**src/hw/eeprom_protect_pkg.sv**
```systemverilog
package eeprom_protect_pkg;

  // slave address prefixes, upper four bits of the first byte
  localparam logic [3:0] PREFIX_NORMAL  = 4'hA;
  localparam logic [3:0] PREFIX_PROTECT = 4'h6;

  // first byte field positions
  localparam int PREFIX_MSB = 7;
  localparam int PREFIX_LSB = 4;
  localparam int SEL_MSB    = 3;
  localparam int SEL_LSB    = 1;
  localparam int DIR_BIT    = 0;
  localparam int SEL_ONE    = 1;
  localparam int SEL_TWO    = 2;
  localparam int SEL_ZERO   = 0;

  // byte address bit that splits the array into halves
  localparam int ADDR_HALF_BIT = 7;

  // delivered state of both protect flags
  localparam logic FLAG_DELIVERED = 1'b0;

  // timing: self-timed write cycle, longest time
  localparam int CLK_PERIOD_NS  = 20;
  localparam int WRITE_TIME_NS  = 5000000;
  localparam int WRITE_CYCLES   = WRITE_TIME_NS / CLK_PERIOD_NS;

  // synchroniser depth for pin inputs
  localparam int SYNC_STAGES = 3;

  typedef enum logic [2:0] {
    ST_IDLE,
    ST_COMMAND,
    ST_ADDRESS,
    ST_DATA,
    ST_STATUS_ADDRESS,
    ST_STATUS_DATA,
    ST_IGNORE
  } state_type;

  typedef enum logic [2:0] {
    CMD_NONE,
    CMD_ARRAY_WRITE,
    CMD_SET_REVERSIBLE,
    CMD_CLEAR_REVERSIBLE,
    CMD_SET_PERMANENT
  } cmd_type;

endpackage : eeprom_protect_pkg

```
**src/hw/eeprom_write_protection.sv**
```systemverilog
`timescale 1ns/1ps
// How it works
// - protect pin high: ack command and address, noack data, no write cycle
// - pin low: upper half writes always acked and written
// - either flag set blocks lower half data byte with noack
// - each flag kept as its own non-volatile bit via nv ports
// - both flags read as zero in delivered state
// - reversible commands: prefix 0110, select 0,x,1 matching pins
// - direction 0 sets or clears, direction 1 reads reversible status
// - reversible flag changes only if protect pin low whole command
// - reversible status reads ignore protect pin, stop may follow ack
// - ack rules for reversible status, set and clear commands
// - permanent flag never clears, protects lower half regardless of pin
// - permanent command: prefix 0110, select matching pins, direction 0
// - ack rules for permanent set and status read
// - permanent flag set: noack every 0110 slave address
// - prefix 1010 normal access, 0110 protect commands
module eeprom_write_protection #(
  parameter int WRITE_CYCLES = eeprom_protect_pkg::WRITE_CYCLES
) (
  // clock, reset, enable
  input  wire logic       REF_CLK,
  input  wire logic       NRST,
  input  wire logic       CLK_EN,
  // decoded bus events from the bus front end
  input  wire logic       BUS_START,
  input  wire logic       BUS_STOP,
  input  wire logic       BYTE_VALID,
  input  wire logic [7:0] BYTE_DATA,
  // device pins
  input  wire logic       PROTECT_PIN,
  input  wire logic       SELECT_PIN_ZERO,
  input  wire logic       SELECT_PIN_ZERO_HV,
  input  wire logic       SELECT_PIN_ONE,
  input  wire logic       SELECT_PIN_TWO,
  // non-volatile flag store
  input  wire logic       NV_REVERSIBLE_IN,
  input  wire logic       NV_PERMANENT_IN,
  output logic            NV_REVERSIBLE_WRITE,
  output logic            NV_REVERSIBLE_DATA,
  output logic            NV_PERMANENT_WRITE,
  // acknowledge decision and write control
  output logic            ACK_VALID,
  output logic            ACK,
  output logic            WRITE_CYCLE_START,
  output logic            BUSY,
  // flag status
  output logic            REVERSIBLE_PROTECT_FLAG,
  output logic            PERMANENT_PROTECT_FLAG
);

  localparam int CNT_W = $clog2(WRITE_CYCLES + 1);
  localparam int NPINS = 5;

  eeprom_protect_pkg::state_type state_r;
  eeprom_protect_pkg::cmd_type   cmd_r;
  logic [NPINS-1:0]              sync1_r;
  logic [NPINS-1:0]              sync2_r;
  logic [NPINS-1:0]              sync3_r;
  logic [NPINS-1:0]              pins_r;
  logic                          nv_loaded_r;
  logic                          pending_r;
  logic                          wp_seen_r;
  logic [CNT_W-1:0]              busy_cnt_r;
  logic                          wp;
  logic                          hv;
  logic [2:0]                    sel_pins;
  logic [3:0]                    prefix;
  logic [2:0]                    sel;
  logic                          dir;
  logic                          lower_allowed;
  logic                          commit;

  // pin order: protect, zero, zero_hv, one, two
  assign wp       = pins_r[0];
  assign hv       = pins_r[2];
  assign sel_pins = {pins_r[4], pins_r[3], pins_r[1]};
  assign prefix   = BYTE_DATA[eeprom_protect_pkg::PREFIX_MSB:eeprom_protect_pkg::PREFIX_LSB];
  assign sel      = BYTE_DATA[eeprom_protect_pkg::SEL_MSB:eeprom_protect_pkg::SEL_LSB];
  assign dir      = BYTE_DATA[eeprom_protect_pkg::DIR_BIT];

  // lower half writable only with both flags clear
  assign lower_allowed = !REVERSIBLE_PROTECT_FLAG && !PERMANENT_PROTECT_FLAG;

  // a protect update needs the pin low over the whole command, stop included
  assign commit = BUS_STOP && pending_r && !wp_seen_r && !wp;

  function automatic logic sel_match(input logic [2:0] s, input logic [2:0] p);
    sel_match = (s == p);
  endfunction : sel_match

  // reversible commands: select two low, select one as pin, zero logically high
  function automatic logic rev_match(input logic [2:0] s, input logic [2:0] p);
    rev_match = !s[eeprom_protect_pkg::SEL_TWO] && !p[eeprom_protect_pkg::SEL_TWO] &&
                (s[eeprom_protect_pkg::SEL_ONE] == p[eeprom_protect_pkg::SEL_ONE]) &&
                s[eeprom_protect_pkg::SEL_ZERO];
  endfunction : rev_match

  // pins come from outside: three stages, change taken when stages two and three agree
  always_ff @(posedge REF_CLK) begin
    if (!NRST) begin
      sync1_r <= '0;
      sync2_r <= '0;
      sync3_r <= '0;
      pins_r  <= '0;
    end else if (CLK_EN) begin
      sync1_r <= {SELECT_PIN_TWO, SELECT_PIN_ONE, SELECT_PIN_ZERO_HV,
                  SELECT_PIN_ZERO, PROTECT_PIN};
      sync2_r <= sync1_r;
      sync3_r <= sync2_r;
      for (int i = 0; i < NPINS; i++) begin
        if (sync2_r[i] == sync3_r[i]) begin
          pins_r[i] <= sync3_r[i];
        end
      end
    end
  end

  // flags: delivered value at reset, then loaded once from the nv store
  always_ff @(posedge REF_CLK) begin
    if (!NRST) begin
      REVERSIBLE_PROTECT_FLAG <= eeprom_protect_pkg::FLAG_DELIVERED;
      PERMANENT_PROTECT_FLAG  <= eeprom_protect_pkg::FLAG_DELIVERED;
      nv_loaded_r             <= 1'b0;
    end else if (CLK_EN) begin
      if (!nv_loaded_r) begin
        REVERSIBLE_PROTECT_FLAG <= NV_REVERSIBLE_IN;
        PERMANENT_PROTECT_FLAG  <= NV_PERMANENT_IN;
        nv_loaded_r             <= 1'b1;
      end else if (commit) begin
        case (cmd_r)
          eeprom_protect_pkg::CMD_SET_REVERSIBLE:   REVERSIBLE_PROTECT_FLAG <= 1'b1;
          eeprom_protect_pkg::CMD_CLEAR_REVERSIBLE: REVERSIBLE_PROTECT_FLAG <= 1'b0;
          // only a set path exists for the permanent flag
          eeprom_protect_pkg::CMD_SET_PERMANENT:    PERMANENT_PROTECT_FLAG  <= 1'b1;
          default: ;
        endcase
      end
    end
  end

  // nv store write strobes, one cycle each
  always_ff @(posedge REF_CLK) begin
    if (!NRST) begin
      NV_REVERSIBLE_WRITE <= 1'b0;
      NV_REVERSIBLE_DATA  <= 1'b0;
      NV_PERMANENT_WRITE  <= 1'b0;
    end else if (CLK_EN) begin
      NV_REVERSIBLE_WRITE <= commit && nv_loaded_r &&
                             (cmd_r == eeprom_protect_pkg::CMD_SET_REVERSIBLE ||
                              cmd_r == eeprom_protect_pkg::CMD_CLEAR_REVERSIBLE);
      NV_PERMANENT_WRITE  <= commit && nv_loaded_r &&
                             (cmd_r == eeprom_protect_pkg::CMD_SET_PERMANENT);
      if (commit && nv_loaded_r) begin
        NV_REVERSIBLE_DATA <= (cmd_r == eeprom_protect_pkg::CMD_SET_REVERSIBLE);
      end
    end
  end

  // write cycle timer: device answers nothing while it runs
  always_ff @(posedge REF_CLK) begin
    if (!NRST) begin
      busy_cnt_r        <= '0;
      BUSY              <= 1'b0;
      WRITE_CYCLE_START <= 1'b0;
    end else if (CLK_EN) begin
      WRITE_CYCLE_START <= commit && nv_loaded_r;
      if (commit && nv_loaded_r) begin
        busy_cnt_r <= CNT_W'(WRITE_CYCLES);
        BUSY       <= 1'b1;
      end else if (busy_cnt_r != '0) begin
        busy_cnt_r <= busy_cnt_r - CNT_W'(1);
        BUSY       <= (busy_cnt_r != CNT_W'(1));
      end
    end
  end

  // protect pin history over the current command
  always_ff @(posedge REF_CLK) begin
    if (!NRST) begin
      wp_seen_r <= 1'b0;
    end else if (CLK_EN) begin
      if (BUS_START) begin
        wp_seen_r <= wp;
      end else if (wp) begin
        wp_seen_r <= 1'b1;
      end
    end
  end

  // byte sequencer and acknowledge decision
  always_ff @(posedge REF_CLK) begin
    if (!NRST) begin
      state_r   <= eeprom_protect_pkg::ST_IDLE;
      cmd_r     <= eeprom_protect_pkg::CMD_NONE;
      pending_r <= 1'b0;
      ACK_VALID <= 1'b0;
      ACK       <= 1'b0;
    end else if (CLK_EN) begin
      ACK_VALID <= 1'b0;
      if (BUS_STOP) begin
        state_r   <= eeprom_protect_pkg::ST_IDLE;
        cmd_r     <= eeprom_protect_pkg::CMD_NONE;
        pending_r <= 1'b0;
      end else if (BUS_START) begin
        // a repeated start drops any write gathered so far
        state_r   <= eeprom_protect_pkg::ST_COMMAND;
        cmd_r     <= eeprom_protect_pkg::CMD_NONE;
        pending_r <= 1'b0;
      end else if (BYTE_VALID) begin
        ACK_VALID <= 1'b1;
        ACK       <= 1'b0;
        state_r   <= eeprom_protect_pkg::ST_IGNORE;
        case (state_r)
          eeprom_protect_pkg::ST_COMMAND: begin
            if (BUSY || !nv_loaded_r) begin
              ACK <= 1'b0;
            end else if (prefix == eeprom_protect_pkg::PREFIX_NORMAL) begin
              if (sel_match(sel, sel_pins)) begin
                ACK <= 1'b1;
                if (!dir) begin
                  cmd_r   <= eeprom_protect_pkg::CMD_ARRAY_WRITE;
                  state_r <= eeprom_protect_pkg::ST_ADDRESS;
                end
              end
            end else if (prefix == eeprom_protect_pkg::PREFIX_PROTECT) begin
              if (PERMANENT_PROTECT_FLAG) begin
                ACK <= 1'b0;
              end else if (hv) begin
                if (rev_match(sel, sel_pins)) begin
                  if (dir) begin
                    // status reads look at the flags only, never the pin
                    ACK <= sel[eeprom_protect_pkg::SEL_ONE] ? 1'b1 :
                           !REVERSIBLE_PROTECT_FLAG;
                  end else if (!sel[eeprom_protect_pkg::SEL_ONE]) begin
                    ACK <= !REVERSIBLE_PROTECT_FLAG;
                    if (!REVERSIBLE_PROTECT_FLAG) begin
                      cmd_r   <= eeprom_protect_pkg::CMD_SET_REVERSIBLE;
                      state_r <= eeprom_protect_pkg::ST_ADDRESS;
                    end
                  end else begin
                    ACK     <= 1'b1;
                    cmd_r   <= eeprom_protect_pkg::CMD_CLEAR_REVERSIBLE;
                    state_r <= eeprom_protect_pkg::ST_ADDRESS;
                  end
                end
              end else if (sel_match(sel, sel_pins)) begin
                ACK <= 1'b1;
                if (dir) begin
                  state_r <= eeprom_protect_pkg::ST_STATUS_ADDRESS;
                end else begin
                  cmd_r   <= eeprom_protect_pkg::CMD_SET_PERMANENT;
                  state_r <= eeprom_protect_pkg::ST_ADDRESS;
                end
              end
            end
          end
          eeprom_protect_pkg::ST_ADDRESS: begin
            // real or dummy byte address, always acknowledged
            ACK     <= 1'b1;
            state_r <= eeprom_protect_pkg::ST_DATA;
            if (cmd_r == eeprom_protect_pkg::CMD_ARRAY_WRITE) begin
              // msb stays fixed over a page, so one check covers the page
              if (BYTE_DATA[eeprom_protect_pkg::ADDR_HALF_BIT]) begin
                cmd_r <= eeprom_protect_pkg::CMD_ARRAY_WRITE;
              end else if (!lower_allowed) begin
                cmd_r <= eeprom_protect_pkg::CMD_NONE;
              end
            end
          end
          eeprom_protect_pkg::ST_DATA: begin
            if (wp || wp_seen_r) begin
              ACK <= 1'b0;
            end else if (cmd_r == eeprom_protect_pkg::CMD_NONE) begin
              ACK <= 1'b0;
            end else begin
              ACK       <= 1'b1;
              pending_r <= 1'b1;
              if (cmd_r == eeprom_protect_pkg::CMD_ARRAY_WRITE) begin
                state_r <= eeprom_protect_pkg::ST_DATA;
              end
            end
          end
          eeprom_protect_pkg::ST_STATUS_ADDRESS: begin
            ACK     <= 1'b0;
            state_r <= eeprom_protect_pkg::ST_STATUS_DATA;
          end
          default: begin
            ACK <= 1'b0;
          end
        endcase
      end
    end
  end

endmodule : eeprom_write_protection

```
**config.mk**
```make
export PLATFORM = sky130hd
export DESIGN_NAME = eeprom_write_protection
export DESIGN_NICKNAME = d
export VERILOG_FILES = /design/src/hw/eeprom_protect_pkg.sv /design/src/hw/eeprom_write_protection.sv
export SDC_FILE = /design/constraint.sdc
export NUM_CORES = 1
export LEC_CHECK = 0
export BUFFER_PORTS_ARGS = -buffer_cell sky130_fd_sc_hd__buf_4
export CAP_MARGIN = 20
export CORE_MARGIN = 2
export CORE_UTILIZATION = 54
export DETAILED_ROUTE_END_ITERATION = 8
export GPL_TIMING_DRIVEN = 0
export PLACE_DENSITY = 0.71
export SKIP_CTS_REPAIR_TIMING = 1
export SLEW_MARGIN = 25
export SYNTH_ARGS = -nofsm -noshare
export SYNTH_HDL_FRONTEND = slang
export SYNTH_SLANG_ARGS = --single-unit
```
**constraint.sdc**
```tcl
create_clock -name REF_CLK -period 2.78 [get_ports REF_CLK]
set_input_delay 0.556 -clock REF_CLK [delete_from_list [all_inputs] [get_ports REF_CLK]]
set_output_delay 0.556 -clock REF_CLK [all_outputs]
set_load 0.03 [all_outputs]
```
==> reports/qor.csv <==
metric,value,unit
total number of vias,2402,
XOR/XNOR Fraction of Synth Area,0.0350,
final hold vios,0,
Clock Tree Buf Depth,2,
Iter 0 DRT Violations,152,
# port buffers,29,
status,"complete, no violations",
min Tclk post-route,2.27,ns
final period utilization,0.818,
max cap viols,0,
top cell type by total area after synthesis,dfxtp_1,
CP Capture Type,register,
Post-Syn Area,2750,um2
critical path buffer and inverter count,1,
Vias/cell,5.59,
Worst-path clk slew,0.10,ns
Avg WL per Cell,14.2,um
later-pin clock latency in the skew report,0.31,ns
Synth Area in Adders,0.0136,
"Req. time, crit path",2.98,ns
worst-path fanout max,6,
"count leader, synth",dfxtp_1,
Nets,386,
RSZ-0062 raised after global routing,no,
# H-tree levels,2,
CTS tree,yes,
syn nets,350,
area grow syn2layout,14.3,%
Min Hold Slack,0.421,ns
complex-gate fraction of the synthesized area,0.189,
sequential share of the synthesized area,0.408,
Lkg Pwr,1.22,nW
slew margin rel.,0.548,
layout cells sized above 1,0.135,
Post-DRT Antenna Nets,0,
RD Place Congestion,0.944,
top area cells in the synthesized netlist,"dfxtp_1 41%, mux2i_1 6.2%, nor2_1 5.7%",
crit path launch type,register,
simple-gate share of the synthesized area,0.258,
Starting Density,0.571,
CORE AREA,4820,um2
Worst-Margin Slew,0.675,ns
Pwr Density,854,nW/um2
Total GRT Usage,0.236,
"delay-heaviest family, CP",simple AND/OR/NAND/NOR gates,
Row Count,25,
synth unique cells,56,
number of flops mapped to enable cells by yosys,0,
kind of critical path,register to register,
area share of the largest cell type after synthesis,0.408,
TritonCTS Buffers,5,
"Max stage delay cell, worst path",a2111oi_0,
ANT cells,0,
final setup fails,0,
slowest cell delay on critical path,0.63,ns
vias in the first global route,2130,
largest family of logic cells by synthesized area,simple AND/OR/NAND/NOR gates,
Syn Inst Count,326,
first-pass GRT wire length,10.2,mm
Max Clock Freq,0.440,GHz
Hold Crit Class,primary input to register,
Post-DP HPWL,4.54,mm
Routed WL,6.11,mm
Avg Inst Size Synth,8.44,um2
DR pass1 iterations,4,
Synth Warn #,0,
Final Skew,0.00450,ns
Root Buffer Master,clkbuf_8,
I/O pin cnt,30,
Die X,75.4,um
die area,5680,um2
total congestion overflow,0,
Worst VDD drop,0.673,mV
most instantiated cells after synthesis,"56 x dfxtp_1, 42 x nor2_1, 29 x nand2_1",
DRC viols,0,
asr flop ratio synth,0,
TNS Setup,0,ns
post-synthesis mux area share,0.0619,
CP arrival,2.48,ns
initial antenna violation count,0,
DIE HEIGHT,75.4,um
Synth Flop Type,dfxtp_1,
clock net sink count,56,
largest net degree at the start of global routing,19,
Max Slew Vio Count,0,
cells along the critical path,inv_1 -> ha_1 -> nor3b_2 -> nand3_1 -> a2111oi_0 -> xnor2_1 -> nor2_1,
synthesized flop and latch total,56,
worst paths after layout:
path | slack [ns] | to | cells past startpoint | from
max | 0.51 | busy_cnt_r[10]$_SDFFE_PN0P_ | 7 | busy_cnt_r[0]$_SDFFE_PN0P_
min | 0.42 | state_r[1]$_SDFFE_PN0P_ | 2 | BYTE_DATA[0]
max reg2reg | 0.51 | busy_cnt_r[10]$_SDFFE_PN0P_ | 7 | busy_cnt_r[0]$_SDFFE_PN0P_
min reg2reg | 0.47 | pins_r[4]$_SDFFE_PN0P_ | 2 | sync3_r[4]$_SDFFE_PN0P_
sequential cells by signal, indices dropped and copies added, names as in the netlist:
register,count
cmd_r,3
busy_cnt_r,18
wp_seen_r,1
ACK,1
PERMANENT_PROTECT_FLAG,1
BUSY,1
ACK_VALID,1
sync2_r,5
NV_PERMANENT_WRITE,1
nv_loaded_r,1
pending_r,1
REVERSIBLE_PROTECT_FLAG,1
WRITE_CYCLE_START,1
NV_REVERSIBLE_DATA,1
pins_r,5
NV_REVERSIBLE_WRITE,1
sync3_r,5
sync1_r,5
state_r,3
routing by layer:
layer  track usage  wire [um]  vias to the layer above
met1         0.354       3060                     1089
li1              -          -                     1255
met5             0          0                        -
met3        0.0542        349                        2
met4        0.0526         19                        0
met2         0.346       2670                       56
worst register-to-register path, stage by stage (launching register included):
cell	delay, ns
dfxtp_1	0.36
inv_1	0.07
ha_1	0.17
nor3b_2	0.40
nand3_1	0.30
a2111oi_0	0.63
xnor2_1	0.18
nor2_1	0.05
through the flow:
stage          cell area (um2)  power, mW  cells  worst slack (ns)   util
2_1_floorplan             2750       1.99    326             0.772      -
3_3_place_gp              3050       2.22    422             0.456  0.634
3_5_place_dp              3050       2.24    422             0.456  0.634
4_1_cts                   3140       2.69    430             0.534  0.653
5_1_grt                   3140       2.90    430             0.245  0.653
6_report                  3140       2.68    430             0.505  0.653
layout by cell type (no fill, tap or decap), types with 4 or more instances in the layout:
| cell | instances |
|---|---|
| xnor2_1 | 10 |
| mux2i_1 | 17 |
| o21ai_0 | 13 |
| and3_1 | 4 |
| a21oi_1 | 25 |
| a211oi_1 | 5 |
| nand2b_1 | 4 |
| nand3_1 | 12 |
| clkbuf_1 | 11 |
| inv_1 | 9 |
| nor4_1 | 5 |
| clkbuf_8 | 5 |
| a31oi_1 | 4 |
| buf_4 | 29 |
| nor3_1 | 12 |
| nor2_1 | 42 |
| nand2_1 | 29 |
| dfxtp_1 | 56 |
cells by family after synthesis:
group,Yosys count
adders and majority gates,3
xor gates and xnor gates,11
AOI/OAI and AO/OA,78
muxes,17
and+or+nand+nor,136
DFF,56
buffers and inverters,25
cell type report:
| class | instances | area [um2] |
|---|---|---|
| plain buffers | 15 | 58.8 |
| clock buffers | 5 | 68.8 |
| clock inverters | 3 | 23.8 |
| fillers | 443 | 1670 |
| inverters | 10 | 37.5 |
| multi-input cells | 245 | 1530 |
| flip-flops and latches | 56 | 1120 |
| well taps | 67 | 83.8 |
| repair buffers | 29 | 218 |
power by group:
| part | switching (mW) | internal, mW | total, mW |
|---|---|---|---|
| logic | 0.676 | 0.500 | 1.18 |
| clock network | 0.272 | 0.179 | 0.451 |
| registers | 0.134 | 0.924 | 1.06 |
Note: power is estimated with default switching activity, not from simulation.
